### src/include/gss_pkg.sv
/*
 * Constants for the ground start channel signaling block.
 * Assumes a 40 MHz reference clock; no imports are used by clients.
 */
package gss_pkg;
    // ------------------------------------------------------------
    // geometry
    // ------------------------------------------------------------
    localparam int unsigned NUM_CH       = 24;
    localparam int unsigned PCM_W        = 8;
    // ------------------------------------------------------------
    // timing
    // ------------------------------------------------------------
    localparam int unsigned CLK_HZ       = 40_000_000;
    localparam int unsigned STEP_MS      = 10;
    localparam int unsigned STEP_CYC     = CLK_HZ / 1000 * STEP_MS;
    localparam int unsigned TIP_OPEN_MS  = 750;
    localparam logic [7:0]  TIP_OPEN_DEF = 8'(TIP_OPEN_MS / STEP_MS);
    localparam int unsigned RING_HALF_MS = 1000;
    localparam int unsigned RING_HALF_ST = RING_HALF_MS / STEP_MS;
    localparam int unsigned STEP_W       = $clog2(STEP_CYC);
    // ------------------------------------------------------------
    // signaling bit encodings
    // ------------------------------------------------------------
    localparam logic TIP_GROUNDED = 1'b0;
    localparam logic TIP_OPEN     = 1'b1;
    localparam logic RING_ON      = 1'b0;
    localparam logic RING_OFF     = 1'b1;
    localparam logic LOOP_OPEN    = 1'b0;
    localparam logic LOOP_CLOSED  = 1'b1;
    localparam logic RGND_ON      = 1'b0;
    localparam logic RGND_OFF     = 1'b1;
    // ------------------------------------------------------------
    // channel states, gray along idle->seize->call
    // ------------------------------------------------------------
    typedef enum logic [2:0] {
        ST_IDLE    = 3'h0,
        ST_RING    = 3'h1,
        ST_CALL    = 3'h3,
        ST_SEIZED  = 3'h2,
        ST_TIPOPEN = 3'h6
    } gss_state_t;
endpackage

### src/rtl/gss_top.sv
/*
 * Ground start signaling, one state machine per T1 channel.
 * Assumes receive A/B bits already extracted, synchronous to i_ref_clk.
 */
`timescale 1ns/10ps
module gss_top
(
    // clock and reset
    input  wire logic                       i_ref_clk,
    input  wire logic                       i_arst_n,
    // signaling from terminal, per channel
    input  wire logic [gss_pkg::NUM_CH-1:0] i_rx_a,
    input  wire logic [gss_pkg::NUM_CH-1:0] i_rx_b,
    // system commands, per channel
    input  wire logic [gss_pkg::NUM_CH-1:0] i_ring_req,
    input  wire logic [gss_pkg::NUM_CH-1:0] i_far_release,
    // configuration
    input  wire logic [gss_pkg::NUM_CH-1:0] i_sup_line_en,
    input  wire logic [gss_pkg::NUM_CH-1:0] i_batt_rev_en,
    input  wire logic [gss_pkg::NUM_CH-1:0] i_hook_flash_en,
    input  wire logic [7:0]                 i_tip_open_steps,
    // voice
    input  wire logic [gss_pkg::PCM_W-1:0]  i_tx_pcm,
    input  wire logic [gss_pkg::PCM_W-1:0]  i_rx_pcm,
    output logic      [gss_pkg::PCM_W-1:0]  o_tx_pcm,
    output logic      [gss_pkg::PCM_W-1:0]  o_rx_pcm,
    // signaling to terminal, per channel
    output logic      [gss_pkg::NUM_CH-1:0] o_tx_a,
    output logic      [gss_pkg::NUM_CH-1:0] o_tx_b,
    // status, per channel
    output logic      [gss_pkg::NUM_CH-1:0] o_offhook,
    output logic      [gss_pkg::NUM_CH-1:0] o_seize,
    output logic      [gss_pkg::NUM_CH-1:0] o_answer,
    output logic      [gss_pkg::NUM_CH-1:0] o_onhook
);
    localparam int unsigned N = gss_pkg::NUM_CH;

    // ------------------------------------------------------------
    // reset release
    // ------------------------------------------------------------
    logic rst_meta_ff;
    logic rst_n_ff;

    always_ff @(posedge i_ref_clk or negedge i_arst_n)
    begin
        if (!i_arst_n)
        begin
            rst_meta_ff <= 1'b0;
            rst_n_ff    <= 1'b0;
        end
        else
        begin
            rst_meta_ff <= 1'b1;
            rst_n_ff    <= rst_meta_ff;
        end
    end

    // ------------------------------------------------------------
    // shared 10 ms step and voice pad
    // ------------------------------------------------------------
    logic step;

    gss_tick u_tick
    (
        .i_clk   (i_ref_clk),
        .i_rst_n (rst_n_ff),
        .o_step  (step)
    );

    gss_pad u_pad
    (
        .i_clk    (i_ref_clk),
        .i_rst_n  (rst_n_ff),
        .i_tx_pcm (i_tx_pcm),
        .i_rx_pcm (i_rx_pcm),
        .o_tx_pcm (o_tx_pcm),
        .o_rx_pcm (o_rx_pcm)
    );

    // ------------------------------------------------------------
    // ring cadence, shared by all ringing channels
    // ------------------------------------------------------------
    logic [7:0] cad_cnt_ff;
    logic       cad_on_ff;

    always_ff @(posedge i_ref_clk or negedge rst_n_ff)
    begin
        if (!rst_n_ff)
        begin
            cad_cnt_ff <= '0;
            cad_on_ff  <= 1'b1;
        end
        else if (step)
        begin
            if (cad_cnt_ff == 8'(gss_pkg::RING_HALF_ST - 1))
            begin
                cad_cnt_ff <= '0;
                cad_on_ff  <= ~cad_on_ff;
            end
            else
            begin
                cad_cnt_ff <= cad_cnt_ff + 8'h01;
            end
        end
    end

    // the tip-open time is sampled when a channel enters tip-open
    function automatic logic [7:0] gss_open_len(input logic [7:0] steps);
        gss_open_len = (steps == 8'h00) ? gss_pkg::TIP_OPEN_DEF : steps;
    endfunction

    // ------------------------------------------------------------
    // per-channel state machines
    // ------------------------------------------------------------
    gss_pkg::gss_state_t state_ff [N];
    logic [7:0]          tmr_ff   [N];
    logic [N-1:0]        rx_a_ff;
    logic [N-1:0]        rx_b_ff;
    logic [N-1:0]        orig_ff;
    logic [N-1:0]        rise_a;
    logic [N-1:0]        fall_a;
    logic [N-1:0]        fall_b;

    // idle, ring and call act on transitions of received bits; seized and tip-open act on levels
    assign rise_a = i_rx_a & ~rx_a_ff;
    assign fall_a = ~i_rx_a & rx_a_ff;
    assign fall_b = ~i_rx_b & rx_b_ff;

    always_ff @(posedge i_ref_clk or negedge rst_n_ff)
    begin
        if (!rst_n_ff)
        begin
            rx_a_ff <= {N{gss_pkg::LOOP_OPEN}};
            rx_b_ff <= {N{gss_pkg::RGND_OFF}};
        end
        else
        begin
            rx_a_ff <= i_rx_a;
            rx_b_ff <= i_rx_b;
        end
    end

    for (genvar c = 0; c < N; c++)
    begin : g_ch
        // far release only acts when the option covers this call direction
        logic sup_ok;
        assign sup_ok = i_sup_line_en[c] &&
                        (orig_ff[c] ? i_batt_rev_en[c] : i_hook_flash_en[c]);

        always_ff @(posedge i_ref_clk or negedge rst_n_ff)
        begin
            if (!rst_n_ff)
            begin
                state_ff[c] <= gss_pkg::ST_IDLE;
                tmr_ff[c]   <= '0;
                orig_ff[c]  <= 1'b0;
            end
            else
            begin
                case (state_ff[c])
                    gss_pkg::ST_IDLE:
                    begin
                        // ring request checked first: system never backs down
                        if (i_ring_req[c])
                        begin
                            state_ff[c] <= gss_pkg::ST_RING;
                            orig_ff[c]  <= 1'b0;
                        end
                        else if (fall_b[c])
                        begin
                            state_ff[c] <= gss_pkg::ST_SEIZED;
                            orig_ff[c]  <= 1'b1;
                        end
                    end
                    gss_pkg::ST_RING:
                    begin
                        if (rise_a[c] && i_rx_b[c] == gss_pkg::RGND_OFF)
                            state_ff[c] <= gss_pkg::ST_CALL;
                        else if (!i_ring_req[c])
                            state_ff[c] <= gss_pkg::ST_IDLE;
                    end
                    gss_pkg::ST_SEIZED:
                    begin
                        // terminal drops ring ground and closes loop
                        if (i_rx_a[c] == gss_pkg::LOOP_CLOSED &&
                            i_rx_b[c] == gss_pkg::RGND_OFF)
                            state_ff[c] <= gss_pkg::ST_CALL;
                    end
                    gss_pkg::ST_CALL:
                    begin
                        if (fall_a[c])
                            state_ff[c] <= gss_pkg::ST_IDLE;
                        else if (i_far_release[c] && sup_ok)
                        begin
                            state_ff[c] <= gss_pkg::ST_TIPOPEN;
                            tmr_ff[c]   <= gss_open_len(i_tip_open_steps);
                        end
                    end
                    gss_pkg::ST_TIPOPEN:
                    begin
                        if (i_rx_a[c] == gss_pkg::LOOP_OPEN)
                            state_ff[c] <= gss_pkg::ST_IDLE;
                        else if (step && tmr_ff[c] == 8'h01)
                            state_ff[c] <= gss_pkg::ST_CALL;
                        else if (step)
                            tmr_ff[c] <= tmr_ff[c] - 8'h01;
                    end
                    default:
                        state_ff[c] <= gss_pkg::ST_IDLE;
                endcase
            end
        end

        // transmit bits decoded from registered state; status also from receive edges and ring request
        always_ff @(posedge i_ref_clk or negedge rst_n_ff)
        begin
            if (!rst_n_ff)
            begin
                o_tx_a[c] <= gss_pkg::TIP_OPEN;
                o_tx_b[c] <= gss_pkg::RING_OFF;
            end
            else
            begin
                case (state_ff[c])
                    gss_pkg::ST_RING:
                    begin
                        o_tx_a[c] <= gss_pkg::TIP_GROUNDED;
                        o_tx_b[c] <= cad_on_ff ? gss_pkg::RING_ON : gss_pkg::RING_OFF;
                    end
                    gss_pkg::ST_SEIZED, gss_pkg::ST_CALL:
                    begin
                        // without the option tip stays grounded until loop opens
                        o_tx_a[c] <= gss_pkg::TIP_GROUNDED;
                        o_tx_b[c] <= gss_pkg::RING_OFF;
                    end
                    default:
                    begin
                        o_tx_a[c] <= gss_pkg::TIP_OPEN;
                        o_tx_b[c] <= gss_pkg::RING_OFF;
                    end
                endcase
            end
        end

        always_ff @(posedge i_ref_clk or negedge rst_n_ff)
        begin
            if (!rst_n_ff)
            begin
                o_offhook[c] <= 1'b0;
                o_seize[c]   <= 1'b0;
                o_answer[c]  <= 1'b0;
                o_onhook[c]  <= 1'b0;
            end
            else
            begin
                o_offhook[c] <= (state_ff[c] == gss_pkg::ST_CALL);
                o_seize[c]   <= (state_ff[c] == gss_pkg::ST_IDLE) && !i_ring_req[c] && fall_b[c];
                o_answer[c]  <= (state_ff[c] == gss_pkg::ST_RING) && rise_a[c] && i_rx_b[c];
                o_onhook[c]  <= (state_ff[c] == gss_pkg::ST_CALL) && fall_a[c];
            end
        end

        // --------------------------------------------------------
        // checks
        // --------------------------------------------------------
        a_idle_bits: assert property (@(posedge i_ref_clk) disable iff (!rst_n_ff)
            $past(state_ff[c]) == gss_pkg::ST_IDLE |-> o_tx_a[c] && o_tx_b[c])
            else $error("idle channel not sending A=1 B=1");
        a_ring_tip: assert property (@(posedge i_ref_clk) disable iff (!rst_n_ff)
            state_ff[c] == gss_pkg::ST_RING ##1 state_ff[c] == gss_pkg::ST_RING
            |-> !o_tx_a[c])
            else $error("tip not grounded while ringing");
        a_answer_move: assert property (@(posedge i_ref_clk) disable iff (!rst_n_ff)
            state_ff[c] == gss_pkg::ST_RING && rise_a[c] && i_rx_b[c]
            |=> state_ff[c] == gss_pkg::ST_CALL ##1 o_tx_b[c])
            else $error("answer not taken or ring not stopped");
        a_seize_ack: assert property (@(posedge i_ref_clk) disable iff (!rst_n_ff)
            state_ff[c] == gss_pkg::ST_IDLE && fall_b[c] && !i_ring_req[c]
            |-> ##2 !o_tx_a[c] && o_tx_b[c])
            else $error("seizure not acknowledged");
        a_glare_wins: assert property (@(posedge i_ref_clk) disable iff (!rst_n_ff)
            state_ff[c] == gss_pkg::ST_IDLE && i_ring_req[c]
            |=> state_ff[c] == gss_pkg::ST_RING)
            else $error("terminating call backed down");
        a_no_sup_hold: assert property (@(posedge i_ref_clk) disable iff (!rst_n_ff)
            state_ff[c] == gss_pkg::ST_CALL && !i_sup_line_en[c] && !fall_a[c]
            |=> state_ff[c] == gss_pkg::ST_CALL)
            else $error("call left without loop open");
        a_onhook_idle: assert property (@(posedge i_ref_clk) disable iff (!rst_n_ff)
            state_ff[c] == gss_pkg::ST_CALL && fall_a[c]
            |-> ##2 o_tx_a[c])
            else $error("tip not opened after on-hook");
        a_tip_open: assert property (@(posedge i_ref_clk) disable iff (!rst_n_ff)
            state_ff[c] == gss_pkg::ST_CALL && !fall_a[c] && i_far_release[c] && sup_ok
            |-> ##2 o_tx_a[c])
            else $error("far release did not open tip");
        a_open_len: assert property (@(posedge i_ref_clk) disable iff (!rst_n_ff)
            state_ff[c] == gss_pkg::ST_CALL && !fall_a[c] && i_far_release[c] && sup_ok
            |=> tmr_ff[c] == ($past(i_tip_open_steps) != 8'h00 ? $past(i_tip_open_steps)
                                                                : gss_pkg::TIP_OPEN_DEF))
            else $error("tip-open time not loaded");
        c_glare: cover property (@(posedge i_ref_clk)
            state_ff[c] == gss_pkg::ST_IDLE && i_ring_req[c] && fall_b[c]);
        c_ring_answer: cover property (@(posedge i_ref_clk)
            state_ff[c] == gss_pkg::ST_RING ##1 state_ff[c] == gss_pkg::ST_CALL);
        c_seize_call: cover property (@(posedge i_ref_clk)
            state_ff[c] == gss_pkg::ST_SEIZED ##1 state_ff[c] == gss_pkg::ST_CALL);
        c_far_disc: cover property (@(posedge i_ref_clk)
            state_ff[c] == gss_pkg::ST_TIPOPEN ##1 state_ff[c] == gss_pkg::ST_IDLE);
    end
endmodule

### src/rtl/gss_tick.sv
/*
 * Free-running 10 ms step generator.
 * Assumes active-low reset from the top, asserted asynchronously and released synchronously.
 */
`timescale 1ns/10ps
module gss_tick
(
    // clock and reset
    input  wire logic i_clk,
    input  wire logic i_rst_n,
    // step pulse
    output logic      o_step
);
    localparam int unsigned W = gss_pkg::STEP_W;

    logic [W-1:0] cnt_ff;

    always_ff @(posedge i_clk or negedge i_rst_n)
    begin
        if (!i_rst_n)
        begin
            cnt_ff <= '0;
            o_step <= 1'b0;
        end
        else if (cnt_ff == W'(gss_pkg::STEP_CYC - 1))
        begin
            cnt_ff <= '0;
            o_step <= 1'b1;
        end
        else
        begin
            cnt_ff <= cnt_ff + W'(1);
            o_step <= 1'b0;
        end
    end
endmodule

### src/rtl/gss_pad.sv
/*
 * Fixed 0 dB voice pad, both directions, registered.
 * Assumes one PCM byte per channel slot arrives with its strobe.
 */
`timescale 1ns/10ps
module gss_pad
(
    // clock and reset
    input  wire logic                     i_clk,
    input  wire logic                     i_rst_n,
    // voice in
    input  wire logic [gss_pkg::PCM_W-1:0] i_tx_pcm,
    input  wire logic [gss_pkg::PCM_W-1:0] i_rx_pcm,
    // voice out
    output logic      [gss_pkg::PCM_W-1:0] o_tx_pcm,
    output logic      [gss_pkg::PCM_W-1:0] o_rx_pcm
);
    // 0 dB insertion loss: samples pass unscaled for every call type
    always_ff @(posedge i_clk or negedge i_rst_n)
    begin
        if (!i_rst_n)
        begin
            o_tx_pcm <= '0;
            o_rx_pcm <= '0;
        end
        else
        begin
            o_tx_pcm <= i_tx_pcm;
            o_rx_pcm <= i_rx_pcm;
        end
    end
endmodule

### config.mk
export PLATFORM = sky130hd
export DESIGN_NAME = gss_top
export DESIGN_NICKNAME = d
export VERILOG_FILES = /design/src/include/gss_pkg.sv /design/src/rtl/gss_top.sv /design/src/rtl/gss_tick.sv /design/src/rtl/gss_pad.sv
export SDC_FILE = /design/constraint.sdc
export NUM_CORES = 1
export LEC_CHECK = 0
export ABC_AREA = 1
export BUFFER_PORTS_ARGS = -buffer_cell sky130_fd_sc_hd__buf_2
export CORE_ASPECT_RATIO = 1.1
export CORE_MARGIN = 2
export CORE_UTILIZATION = 55
export CTS_BUF_LIST = sky130_fd_sc_hd__clkbuf_16
export CTS_CLUSTER_SIZE = 14
export DETAILED_ROUTE_END_ITERATION = 8
export GPL_TIMING_DRIVEN = 0
export PLACE_DENSITY = 0.82
export SYNTH_ARGS = -nofsm -noshare
export SYNTH_HDL_FRONTEND = slang
export SYNTH_SLANG_ARGS = --single-unit
### constraint.sdc
create_clock -name i_ref_clk -period 30.1 [get_ports i_ref_clk]
set_input_delay 6.02 -clock i_ref_clk [delete_from_list [all_inputs] [get_ports i_ref_clk]]
set_output_delay 6.02 -clock i_ref_clk [all_outputs]
set_load 0.03 [all_outputs]
---- Word-level counts from Yosys, hierarchy flattened ----
Cells that the tools add are included.
operators by class
  shifts and indexed selects .............. 0
  reductions and logical operators ........ 434
  magnitude comparators ................... 0
  divide/modulo/power cells ............... 0
  $add $sub $neg .......................... 26
  bitwise operators ....................... 7
  multipliers ............................. 0
  mux-type cells .......................... 509
  equal/unequal tests ..................... 362
operator list
  kind                                                   count
  2-to-1 mux 8 bit                                       122
  2-to-1 mux 3 bit                                       216
  one-hot mux 8 bit (2 select lines)                     24
  one-hot mux 3 bit (5 select lines)                     24
  inequality test 3 bit, second input constant           96
  logical AND 1 bit                                      240
  inequality test 2 bit, second input constant           120
  == test 8 x 1 -> 1 bit, second input constant          24
  subtractor 8 x 1 -> 8 bit, second input constant       24
  == test 3 x 2 -> 1 bit, second input constant          48
  AND reduction 6 bit                                    24
  2-to-1 mux 1 bit                                       122
  AND reduction 5 bit                                    24
  nonzero test 2 bit                                     48
  bitwise AND 24 bit                                     3
  == test 3 x 1 -> 1 bit, second input constant          24
  == test 3 bit, second input constant                   24
  zero test 3 bit                                        24
  NOT 24 bit                                             3
  OR reduction 3 bit                                     24
  AND reduction 2 bit                                    25
  inequality test 2 x 1 -> 1 bit, second input constant  24
  zero test 1 bit                                        24
  adder 19 x 1 -> 19 bit, second input constant          1
  other kinds (6)                                        6
word-level totals
  memories ................................ 0
  memory bits (writable) .................. 0
  ROM bits ................................ 0
  output and inout bits ................... 160
  bits in latches ......................... 0
  input bits .............................. 194
  register bits ........................... 527
  word-level logic and storage cells ...... 1,564

---- Longest topological paths before layout ----
Gate-level depths: netlist (run 1).
  word-level depth ........................ 6
  depth in mapped cells ................... 11
  mapped depth without buffers ............ 11

---- Cells and area by module ----
A second synthesis (run 1) with hierarchy kept.
second synthesis, totals
  cells, all modules ...................... 4,450
  area total of the unflattened synthesis .. 30,441.7 um^2
by module, submodules not included
  module    sequential area each (um^2)  instances  area an instance (um^2)  cells each
  gss_top   12,378.1                     1          28,901.5                 4,290
  gss_tick  500.5                        1          1,139.8                  144
  gss_pad   400.4                        1          400.4                    16

---- Worst setup path before layout (run 1) ----
OpenSTA, ideal clock, no wires.
  kind .................................... input port to flip-flop
  start point ............................. input port i_tip_open_steps[4]
  end point ............................... register tmr_ff[67] (netlist name)
  data required time ...................... 30.035 ns
  setup time .............................. 0.065 ns
  arrival ................................. 6.954 ns
  stages on the path ...................... 9
  path buffers ............................ 2
  path slack .............................. 23.081 ns
  cells stage by stage .................... buf_4 > inv_4 > nand3_4 > o21ai_4 > buf_6 > nand2_1 > nand2_1 > nand2_1 > nand2_1
on the way
  longest elaborated chain between the ends .. 5
ends and longest elaborated chain
  item                                RTL line        source
  start, declared                     gss_top.sv:21   input wire logic [7:0] i_tip_open_steps,
  zero test 8 bit                     gss_top.sv:109  gss_open_len = (steps == 8'h00) ? gss_pkg::TIP_OPEN_DEF : steps;
  2-to-1 mux 8 bit                    gss_top.sv:109
  2-to-1 mux 8 bit                    gss_top.sv:193  else if (i_far_release[c] && sup_ok)
  2-to-1 mux 8 bit                    gss_top.sv:191  if (fall_a[c])
  one-hot mux 8 bit (2 select lines)  gss_top.sv:160  case (state_ff[c])
  end signal, assigned by index       gss_top.sv:196  tmr_ff[c] <= gss_open_len(i_tip_open_steps);
  end signal, assigned by index       gss_top.sv:206  tmr_ff[c] <= tmr_ff[c] - 8'h01;
  end, declared                       gss_top.sv:116  logic [7:0] tmr_ff [N];
Every way passes these cells. The select of a mux whose other input is x is not followed.
A chain may end at the register's enable or synchronous reset.

---- Worst setup path in the final report (run 1) ----
  start point ............................. register o_tx_a[20] (netlist name)
  end point ............................... output port o_tx_a[20] (netlist name)
RTL lines
  item                             RTL line        source
  start, declared                  gss_top.sv:28   output logic [gss_pkg::NUM_CH-1:0] o_tx_a,
  start signal, assigned by index  gss_top.sv:219  o_tx_a[c] <= gss_pkg::TIP_OPEN;
  start signal, assigned by index  gss_top.sv:227  o_tx_a[c] <= gss_pkg::TIP_GROUNDED;
  start signal, assigned by index  gss_top.sv:233  o_tx_a[c] <= gss_pkg::TIP_GROUNDED;
No word-level cell between the ends.

==> summary.md, run 1 <==
| Metric | Value |
|---|---|
| Post-route ant nets | 0 |
| Distinct cells, synth | between 50 and 60 |
| Crit path DAT | 1360 ps |
| Slew HR | approximately a fifth |
| Number of buffers created by CTS | 56 |
| Clock root buffer | clkbuf_16 |
| I/O Buffers | around 350 |
| Largest net degree at the start of global routing | 74 |
| Worst-path fanout max | 1 |
| Mapped Nets | 4696 |
| Worst Max-Slew Pin Slew | ~1200 ps |
| Resize count post-CTS | 0 |
| Seq cells post-synth | between 500 and 600 |
| Final RePlAce weighted congestion | between 0.9 and 1 |
| Vias per Instance | around 5.1 |
| Initial DRC count | 2313 |
| Yosys top cell area share | a little under two fifths |
| VDD IR max | approximately 54 uV |
| # clock sinks | 527 |
| Synth area leader | dfrtp_1 |
| CP required | around 24000 ps |
| Synth Warn # | 0 |
| Register area share after synthesis | 43.15% |
| Crit path largest cell delay | between 500 and 600 ps |
| Pre-antenna DRT Iters | 6 |
| H-Tree Depth | 2 |
| Minimum clock period | 7378 ps |
| Starting density of the core | 55.89% |
| Fmax | ~140 MHz |
| Max-cap violations | 0 |
| Post-Syn Area | ~31000 um2 |
| Fin. max-slew vios | 0 |
| Worst-case clock buffer depth | 3 |
| Die area | 57870 um2 |
| Num rows | 90 |
| Crit path max-delay cell type | dfstp_2 |
| First-pass GRT wire length | between 100000 and 150000 um |
| Wire per inst | between 10 and 15 um |
| Post-CTS setup buffer count | 0 |
| CP startpoint kind | flop |
| Routed WL | 75820 um |
| Die height | about 250 um |
| Post-Synthesis Cells | about 4500 |
| Outcome | finished, final reports clean |
| Vias in the first global route | approximately 26000 |
| Global route total overflow | 0 |
| Setup-failing EPs final | 0 |
| IO Pins | 354 |
| Drt drc | 0 |
| Tcrit/Tclk final | between 20% and 30% |
| Total GRT Usage | between 20% and 30% |
| Fin util | between 60 and 70% |
| Layout cells sized above 1 | about 16% |
| Hold buffer count at cts | 0 |
| Worst path cell trace | buf_2 |
| Post-Place Setup Slack | roughly 22000 ps |
| Clock slew at reported path FFs | roughly 70 ps |
| Number of nets in the layout | just over 5000 |
| Worst reg2reg setup slack | approximately 28000 ps |
| RSZ-0062 raised after global routing | false |
| CP Class | flop to output port |
| Via count | about 29000 |
| Setup TNS | 0 ps |
| Lkg Pwr | slightly below 20 nW |
| Final hold vios | 0 |
| Leading post-synthesis cells by cell area | dfrtp_1 37%, nand2_1 22%, inv_1 6.4% |
| CTS tree | built |
| Area grow syn2layout | 15.41% |
| Top Family by Delay on Critical Path | flip-flops |
| Worst Setup Slack, final | about 23000 ps |
| Syn_area_per_cell | between 6 and 7 um2 |
| Setup crit end kind | output port |
| Initial antenna violation count | 4 |
| Die X | about 230 um |
| Most frequent cells in the layout | 1792 x nand2_1, 539 x inv_1, 478 x nor2_1 |
| Synth Flop Type | dfrtp_1 |
| Smallest hold slack | roughly 270 ps |
| HPWL Detailed | roughly 53000 um |
| EDFF count, synth | 0 |
| Worst skew pair latency | ~630 ps |
| Core area | approximately 55000 um2 |
| Synth async-reset ratio | 100.0% |
| Clock Skew | around 15 ps |
| CP bufs+invs | 1 |
| Most common cell after layout, fill and taps aside | nand2_1 |
| Pwr Density | between 80 and 90 nW/um2 |
| Hold Path Class | flop to async pin |
sequential cells by signal (all words and copies together), names as in the netlist:
signal,cells
tmr_ff,192
state_ff,72
o_answer,24
o_offhook,24
o_onhook,24
o_seize,24
o_tx_a,24
o_tx_b,24
orig_ff,24
rx_a_ff,24
rx_b_ff,24
u_tick.cnt_ff,19
cad_cnt_ff,8
u_pad.o_rx_pcm,8
u_pad.o_tx_pcm,8
cad_on_ff,1
rst_meta_ff,1
rst_n_ff,1
u_tick.o_step,1
cells by family (layout without fill, tap and decap cells):
logic type / count (synthesis) / in the layout / share of synthesized area (%)
AOI/OAI and AO/OA: 276 / 276 / 5.297
adders and majority gates: 50 / 50 / 2.033
other: 1 / 3 / 0.01218
xor gates and xnor gates: 20 / 20 / 0.5691
and+or+nand+nor: 2913 / 2913 / 40.00
DFF: 527 / 527 / 43.15
buffers and inverters: 665 / 1130 / 8.948
Yosys cell counts (all sizes together) (11+ instances only):
cell type / n
buf: 64
nand4: 38
a21oi: 64
inv: 589
nand3: 405
ha: 50
o21bai: 11
nand2: 1830
dfrtp: 454
dfstp: 73
xor2: 16
nor3: 51
o21ai: 193
nand3b: 39
nor2: 510
or2: 32
layer usage:
metal  track usage, %  vias up  wire, um
met5                0        -        21
met1            33.58    13240     32280
met4            8.534        4      2295
met3            3.599      152      4476
met2            45.18      741     36750
li1                 -    14620         -
stage by stage:
step,area [um2],cells,power [mW]
floorplan,30780,4452,2.133
global placement,33450,5539,2.390
detailed placement,33680,5547,2.436
CTS,35510,5653,3.146
global route,35520,5655,3.421
finish,35520,5655,3.139
area by class of cell:
type,instances,area [um2]
fill,4843,19550
multi-input combinational,3260,14740
sequential,527,13280
inverter,593,2230
timing repair buffer,359,1977
clock buffer,56,1401
tap,736,920.9
buffer,72,525.5
clock inverter,50,432.9
antenna,2,5.005
report_power, final:
group          switching, mW  internal, mW  total, mW
clock                  0.295         0.399      0.694
sequential             0.189         0.947       1.14
combinational          0.865         0.443       1.31
path summary, 6_finish.rpt:
path / from / to / cells past startpoint
min reg2reg: rst_n_ff / orig_ff[1] / 0
min: rst_n_ff / orig_ff[1] / 0
min in group i_ref_clk: rst_meta_ff / rst_n_ff / 0
max: o_tx_a[20] / o_tx_a[20] / 1
max reg2reg: rst_n_ff / rx_b_ff[5] / 4
max in group asynchronous: i_arst_n / rst_n_ff / 1
(Power assumes the default switching activity.)
==> run 2, diff against run 1 <==
==> constraint.sdc (replaced) <==
create_clock -name i_ref_clk -period 7.1 [get_ports i_ref_clk]
set_input_delay 1.42 -clock i_ref_clk [delete_from_list [all_inputs] [get_ports i_ref_clk]]
set_output_delay 1.42 -clock i_ref_clk [all_outputs]
set_load 0.03 [all_outputs]
==> run 2 against run 1 <==
Against the previous run:
- wire length up 0.52%
- final cell count about the same
- utilization up 0.061 points
- via count down 0.18%
- worst hold slack worse by 6.7 ps
- critical path type unchanged
==> summary.md, run 2 (same netlist as run 1, synthesis figures left out) <==
| Metric | Value |
|---|---|
| Clock root buffer | clkbuf_16 (unchanged) |
| Global route total overflow | 0 (unchanged) |
| Post-Place Setup Slack | 3780 ps (was 22320 ps) |
| Starting density of the core | 55.89% (unchanged) |
| Die X | 229.5 um (unchanged) |
| CP bufs+invs | 1 (unchanged) |
| Area grow syn2layout | 15.52% (was 15.41%) |
| Drt drc | 0 (unchanged) |
| Crit path largest cell delay | 540 ps (was 530 ps) |
| Hold Path Class | flop to async pin (unchanged) |
| Post-CTS setup buffer count | 0 (unchanged) |
| Tcrit/Tclk final | between 30% and 40% |
| Number of nets in the layout | 5113 (unchanged) |
| Lkg Pwr | 19.78 nW (was 19.76 nW) |
| Initial antenna violation count | 3 (was 4) |
| GR Layer Usage met2 | 44.92% (was 45.18%) |
| Worst Setup Slack, final | 4336 ps (was 22720 ps) |
| CP required | 5680 ps (was 24080 ps) |
| GR Util met1 | 34.08% (was 33.58%) |
| Hold buffer count at cts | 0 (unchanged) |
| I/O Buffers | 351 (unchanged) |
| Die height | 252.1 um (unchanged) |
| Design area | 35550 um2 (was 35520 um2) |
| Outcome | finished, final reports clean (unchanged) |
| Setup crit end kind | output port (unchanged) |
| Busiest grt layer | met2 (unchanged) |
| Die area | 57870 um2 (unchanged) |
| Most frequent cells in the layout | 1792 x nand2_1, 540 x inv_1, 478 x nor2_1 (was 1792 x nand2_1, 539 x inv_1, 478 x nor2_1) |
| Pwr Density | 375.6 nW/um2 (was 88.37 nW/um2) |
| H-Tree Depth | 2 (unchanged) |
| # fillers | 4837 (was 4843) |
| ANT cells | 0 (was 2) |
| Wire per inst | 13.48 um (was 13.41 um) |
| Most common cell after layout, fill and taps aside | nand2_1 (unchanged) |
| Final RePlAce weighted congestion | 0.9160 (was 0.9188) |
| Worst Max-Slew Pin Slew | 1128 ps (was 1192 ps) |
| Via count | 28700 (was 28760) |
| CTS tree | built (unchanged) |
| First-pass GRT wire length | 126500 um (was 124600 um) |
| Worst skew pair latency | 620 ps (was 630 ps) |
| Registers with the most flip-flops | tmr_ff (192), state_ff (72) (unchanged) |
| Clock slew at reported path FFs | 60 ps (was 70 ps) |
| Crit path max-delay cell type | dfstp_2 (unchanged) |
| Fin. max-slew vios | 0 (unchanged) |
| Routed WL | 76220 um (was 75820 um) |
| Resize count post-CTS | 0 (unchanged) |
| Fmax | 361.7 MHz |
| Worst-path fanout max | 1 (unchanged) |
| Top Family by Delay on Critical Path | flip-flops (unchanged) |
| Fin util | 64.56% (was 64.50%) |
| Total GRT Usage | 26.35% (was 26.02%) |
| Worst-case clock buffer depth | 3 (unchanged) |
| Core area | 55070 um2 (unchanged) |
| Num rows | 90 (unchanged) |
| Number of buffers created by CTS | 56 (unchanged) |
| Area after DPL | 33680 um2 (unchanged) |
| IO Pins | 354 (unchanged) |
| Setup-failing EPs final | 0 (unchanged) |
| VDD IR max | 244.9 uV (was 54.03 uV) |
| Setup TNS | 0 ps (unchanged) |
| Vias in the first global route | 26760 (was 26370) |
| Worst path cell trace | buf_2 (unchanged) |
| Slew HR | 24.77% (was 20.56%) |
| Post-route ant nets | 0 (unchanged) |
| Largest net degree at the start of global routing | 71 (was 74) |
| CP Class | flop to output port (unchanged) |
| Initial DRC count | 2047 (was 2313) |
| Crit path DAT | 1340 ps (was 1360 ps) |
| Clock Skew | 21.47 ps (was 14.50 ps) |
| Number of flip-flops in the largest register | 192 (unchanged) |
| CP startpoint kind | flop (unchanged) |
| Met3 Use GR | 4.129% (was 3.599%) |
| Vias per Instance | 5.078 (was 5.085) |
| Max-cap violations | 0 (unchanged) |
| Layout cells sized above 1 | 15.95% (was 15.94%) |
| # clock sinks | 527 (unchanged) |
| Minimum clock period | roughly 2800 ps |
| Final hold vios | 0 (unchanged) |
| RSZ-0062 raised after global routing | false (unchanged) |
| Most flops, register | tmr_ff (unchanged) |
| Power Total | 13.35 mW (was 3.139 mW) |
| HPWL Detailed | 53590 um (was 53130 um) |
| Pre-antenna DRT Iters | 5 (was 6) |
run 2: cell types whose count changed in the layout (fill, tap and decap cells not counted), moves of 2 or more:
cell | before | now
clkbuf_16 | 56 | 58
diode_2 | 2 | 0
clkinv_1 | 16 | 14
inv_6 | 2 | 0
run 2: worst paths after layout:
path | from | slack, ps | endpoint | cells after the start
worst min-delay path | rst_n_ff | 260 | state_ff[60] | 0
worst max-delay path | o_tx_b[19] | 4340 | o_tx_b[19] | 1
max in group asynchronous | rst_n_ff | 5100 | o_tx_b[11] | 4
worst max register to register | cad_on_ff | 5050 | o_tx_b[18] | 3
min in group i_ref_clk | rst_meta_ff | 350 | rst_n_ff | 0
worst min register to register | rst_n_ff | 260 | state_ff[60] | 0
run 2: per-layer routing:
layer	wire (um)	vias up
met3	4414	163
li1	-	14620
met2	36280	749
met5	34	-
met4	2462	6
met1	33020	13160
run 2: cell type report:
type / instances / area [um2] / share of cell area [%]
clock inverter: 47 / 421.7 / 1.186
sequential: 527 / 13280 / 37.36
buffer: 72 / 525.5 / 1.478
timing repair buffer: 359 / 1977 / 5.560
multi-input combinational: 3260 / 14740 / 41.47
clock buffer: 58 / 1451 / 4.082
tap: 736 / 920.9 / 2.590
inverter: 593 / 2230 / 6.271
run 2: where the power goes:
group | total [mW] | internal (mW) | switching (mW)
logic | 5.54 | 1.88 | 3.66
registers | 4.82 | 4.02 | 0.807
clock network | 2.99 | 1.76 | 1.23
total | 13.4 | 7.65 | 5.70
run 2: per-stage QoR:
| step | cells | hold WS, ps |
|---|---|---|
| after floorplan | 4452 | 331.2 |
| after global placement | 5539 | 334.9 |
| after detailed placement | 5547 | 273.2 |
| after CTS | 5652 | 278.6 |
| after global routing | 5652 | 295.8 |
| final | 5652 | 258.6 |
==> run 3, diff against run 2 <==
--- a/config.mk
+++ b/config.mk
@@ -5,7 +5,7 @@
 export SDC_FILE = /design/constraint.sdc
 export NUM_CORES = 1
 export LEC_CHECK = 0
-export ABC_AREA = 1
+export ABC_AREA = 0
 export BUFFER_PORTS_ARGS = -buffer_cell sky130_fd_sc_hd__buf_2
 export CORE_ASPECT_RATIO = 1.1
 export CORE_MARGIN = 2
==> constraint.sdc (replaced) <==
create_clock -name i_ref_clk -period 2.8 [get_ports i_ref_clk]
set_input_delay 0.56 -clock i_ref_clk [delete_from_list [all_inputs] [get_ports i_ref_clk]]
set_output_delay 0.56 -clock i_ref_clk [all_outputs]
set_load 0.03 [all_outputs]
==> run 3 against run 2 <==
Against the previous run:
- sequential cell count did not move
- critical endpoint is now tmr_ff[146]
- largest power group unchanged
- wire length is 5.0% lower
- utilization is 0.39 points higher
- highest routed layer unchanged
- sequential power rose to 2.5 times the previous value
- sequential share of layout area rose by 3.7 points
- first-iteration DRC count grew 16%
- total power grew 140%
- worst setup slack got worse by 4100 ps
- clock skew down 11 ps
- area after synthesis shrank 10%
- non-clock buffer count up 114
==> summary.md, run 3 <==
| Metric | Value |
|---|---|
| Synth Warn # | 0 (unchanged) |
| Post-Synth XOR/XNOR Area | 0.6986% (was 0.5692%) |
| Syn_area_per_cell | 9.148 um2 (was 6.913 um2) |
| CP required | 3270 ps (was 5680 ps) |
| First-pass GRT wire length | 115200 um (was 126500 um) |
| Number of flip-flops in the largest register | 192 (unchanged) |
| Cell mode on critical path | buf_4 |
| EDFF count, synth | 0 (unchanged) |
| Synth async-reset ratio | 100.0% (unchanged) |
| Largest net degree at the start of global routing | 75 (was 71) |
| Most frequent cells in the layout | 453 x dfrtp_1, 382 x buf_2, 348 x o21ai_0 (was 1792 x nand2_1, 540 x inv_1, 478 x nor2_1) |
| Yosys top cell area share | 41.19% (was 36.91%) |
| # fillers | 4109 (was 4837) |
| Worst path cell trace | buf_4 -> inv_1 -> o41ai_2 -> o2bb2ai_1 -> buf_4 -> o21ai_0 (was buf_2) |
| CTS tree | built (unchanged) |
| HPWL Detailed | 49700 um (was 53590 um) |
| VDD IR max | 566.7 uV (was 244.9 uV) |
| Mapped Nets | 3259 (was 4696) |
| Worst reg2reg setup slack | 220 ps (was 5050 ps) |
| Die area | 51950 um2 (was 57870 um2) |
| Synth Flop Type | dfrtp_1 (unchanged) |
| Synth Area in Adders | 2.268% (was 2.033%) |
| CP Class | flop to flop (was flop to output port) |
| Starting density of the core | 55.36% (was 55.89%) |
| Worst-case clock buffer depth | 3 (unchanged) |
| Final RePlAce weighted congestion | 0.9280 (was 0.9160) |
| Most common cell after layout, fill and taps aside | dfrtp_1 (was nand2_1) |
| Crit path DAT | 3050 ps (was 1340 ps) |
| Most flops, register | tmr_ff (unchanged) |
| Max-cap violations | 0 (unchanged) |
| Count leader, synth | dfrtp_1 (was nand2_1) |
| Final hold vios | 0 (unchanged) |
| Largest family of logic cells by synthesized area | compound AO/OA/AOI/OAI gates (was simple AND/OR/NAND/NOR gates) |
| H-Tree Depth | 2 (unchanged) |
| Num rows | 86 (was 90) |
| Synth area leader | dfrtp_1 (unchanged) |
| Slew HR | 15.25% (was 24.77%) |
| CP bufs+invs | 3 (was 1) |
| Routed WL | 72430 um (was 76220 um) |
| Global route total overflow | 0 (unchanged) |
| Vias in the first global route | 22640 (was 26760) |
| Compound-gate portion of the synthesized area | 22.56% (was 5.297%) |
| CP startpoint kind | flop (unchanged) |
| I/O Buffers | 350 (was 351) |
| Clock root buffer | clkbuf_16 (unchanged) |
| Most instantiated cells after synthesis | 454 x dfrtp_1, 348 x o21ai_0, 272 x nand2_1 (was 1792 x nand2_1, 524 x inv_1, 478 x nor2_1) |
| Worst skew pair latency | 610 ps (was 620 ps) |
| Seq cells post-synth | 527 (unchanged) |
| # clock sinks | 527 (unchanged) |
| Number of nets in the layout | 3684 (was 5113) |
| Wire per inst | 17.45 um (was 13.48 um) |
| Vias per Instance | 5.932 (was 5.078) |
| Minimum clock period | approximately 2600 ps |
| Outcome | finished, final reports clean (unchanged) |
| Clock Skew | 10.76 ps (was 21.47 ps) |
| Smallest hold slack | 52.89 ps (was 258.6 ps) |
| Worst-path fanout max | 10 (was 1) |
| Post-Synthesis Cells | 3015 (was 4452) |
| IO Pins | 354 (unchanged) |
| Worst Max-Slew Pin Slew | 1271 ps (was 1128 ps) |
| Leading post-synthesis cells by cell area | dfrtp_1 41%, dfstp_2 7.0%, o21ai_0 6.3% (was dfrtp_1 37%, nand2_1 22%, inv_1 6.4%) |
| Distinct cells, synth | 90 (was 51) |
| Via count | 24620 (was 28700) |
| Total GRT Usage | 27.41% (was 26.35%) |
| Fin util | 64.96% (was 64.56%) |
| Drt drc | 0 (unchanged) |
| Initial antenna violation count | 4 (was 3) |
| Initial DRC count | 2373 (was 2047) |
| Setup-failing EPs final | 0 (unchanged) |
| Area grow syn2layout | 17.34% (was 15.52%) |
| Die height | 238.9 um (was 252.1 um) |
| Fin. max-slew vios | 0 (unchanged) |
| Lkg Pwr | 14.46 nW (was 19.78 nW) |
| Number of buffers created by CTS | 54 (was 56) |
| Hold Path Class | input pin to flop (was flop to async pin) |
| Setup crit end kind | flop (was output port) |
| Post-Syn Area | 27580 um2 (was 30780 um2) |
| Layout cells sized above 1 | 18.97% (was 15.95%) |
| Top Family by Delay on Critical Path | compound AO/OA/AOI/OAI gates (was flip-flops) |
| Core area | 49820 um2 (was 55070 um2) |
| Post-route ant nets | 0 (unchanged) |
| Registers with the most flip-flops | tmr_ff (192), state_ff (72) (unchanged) |
| Fmax | 387.2 MHz |
| Clock slew at reported path FFs | 60 ps (about the same) |
| Pwr Density | 1004 nW/um2 (was 375.6 nW/um2) |
| Simple-gate portion of the synthesized area | 20.43% (was 40.00%) |
| Register area share after synthesis | 48.15% (was 43.15%) |
| Die X | 217.5 um (was 229.5 um) |
| Post-synthesis mux area share | 1.207% (was 0%) |
| Pre-antenna DRT Iters | 8 (was 5) |
| Tcrit/Tclk final | between 90 and 100% |
| Crit path largest cell delay | 610 ps (was 540 ps) |
| Crit path max-delay cell type | dfrtp_1 (was dfstp_2) |
| RSZ-0062 raised after global routing | false (unchanged) |
==> run 3: cell count changes after synthesis, moves of 117 or more <==
cell | previous run | this run
a21oi_1 | 48 | 228
clkbuf_1 | 7 | 124
inv_1 | 524 | 138
nand2_1 | 1792 | 272
nand3_1 | 378 | 65
nor2_1 | 478 | 245
o21ai_0 | 181 | 348
==> run 3: final cells by class <==
class                   count  area [um2]  area share (%)
repair buffers            371        2079           6.426
clock inverters            44       431.7           1.334
well taps                 660       825.8           2.552
plain buffers             174       763.2           2.358
diodes                      5       12.51         0.03866
clock buffers              57        1426           4.408
flip-flops and latches    527       13280           41.04
inverters                 139       521.8           1.612
multi-input cells        2173       13020           40.23
==> run 3: path summary, 6_finish.rpt <==
| path | from | to | depth (start not counted) |
|---|---|---|---|
| max reg2reg | u_tick.o_step | tmr_ff[146] | 6 |
| min reg2reg | rst_n_ff | tmr_ff[66] | 0 |
| max in group asynchronous | rst_n_ff | o_tx_a[16] | 3 |
| min | i_tx_pcm[5] | u_pad.o_tx_pcm[5] | 1 |
| max | u_tick.o_step | tmr_ff[146] | 6 |
| min in group asynchronous | rst_n_ff | tmr_ff[66] | 0 |
==> run 3: cells by family (layout without fill, tap and decap cells) <==
logic type,Yosys count,in the layout
buffers and inverters,315,785
XOR/XNOR,22,22
AO/OA/AOI/OAI,983,983
flip-flops,527,527
multiplexers,31,31
other,1,6
AND/OR/NAND/NOR,1086,1086
adder cells (fa/ha/maj),50,50
==> run 3: where the power goes <==
part / internal [mW] / switching, mW
Sequential: 10.2 / 1.88
Clock: 4.49 / 3.10
Combinational: 5.03 / 7.80
==> run 3: what timing repair did <==
item,4_1_cts,5_1_grt
gates resized for setup,1,2
setup endpoints to repair,35,43
pin swaps,2,4
setup buffers,5,6
hold endpoints to repair,2,0
hold buffers,1,0
==> run 3: worst register-to-register path, stage by stage, from the launching register on <==
cell,delay (ps)
dfrtp_1,610
buf_4,370
inv_1,250
o41ai_2,500
o2bb2ai_1,340
buf_4,270
o21ai_0,120
==> run 3: stage by stage <==
step           cells  setup WS (ps)  power (mW)  setup TNS, ps  area, um2
2_1_floorplan   3015          -2289       21.49       -1106440      27580
3_3_place_gp    4025          -4256       24.25       -2077620      30160
3_5_place_dp    4034         -574.6       24.66         -21780      30400
4_1_cts         4141          48.32       32.42              0      32310
5_1_grt         4146          77.03       34.83              0      32350
6_report        4150          217.5       32.49              0      32360
==> run 3: per-layer routing <==
| layer | GRT usage (%) | part of all wire [%] |
|---|---|---|
| met5 | 0 | 0.018 |
| met1 | 36.36 | 43 |
| met2 | 45.32 | 48 |
| met4 | 11.04 | 3.5 |
| met3 | 3.995 | 5.9 |
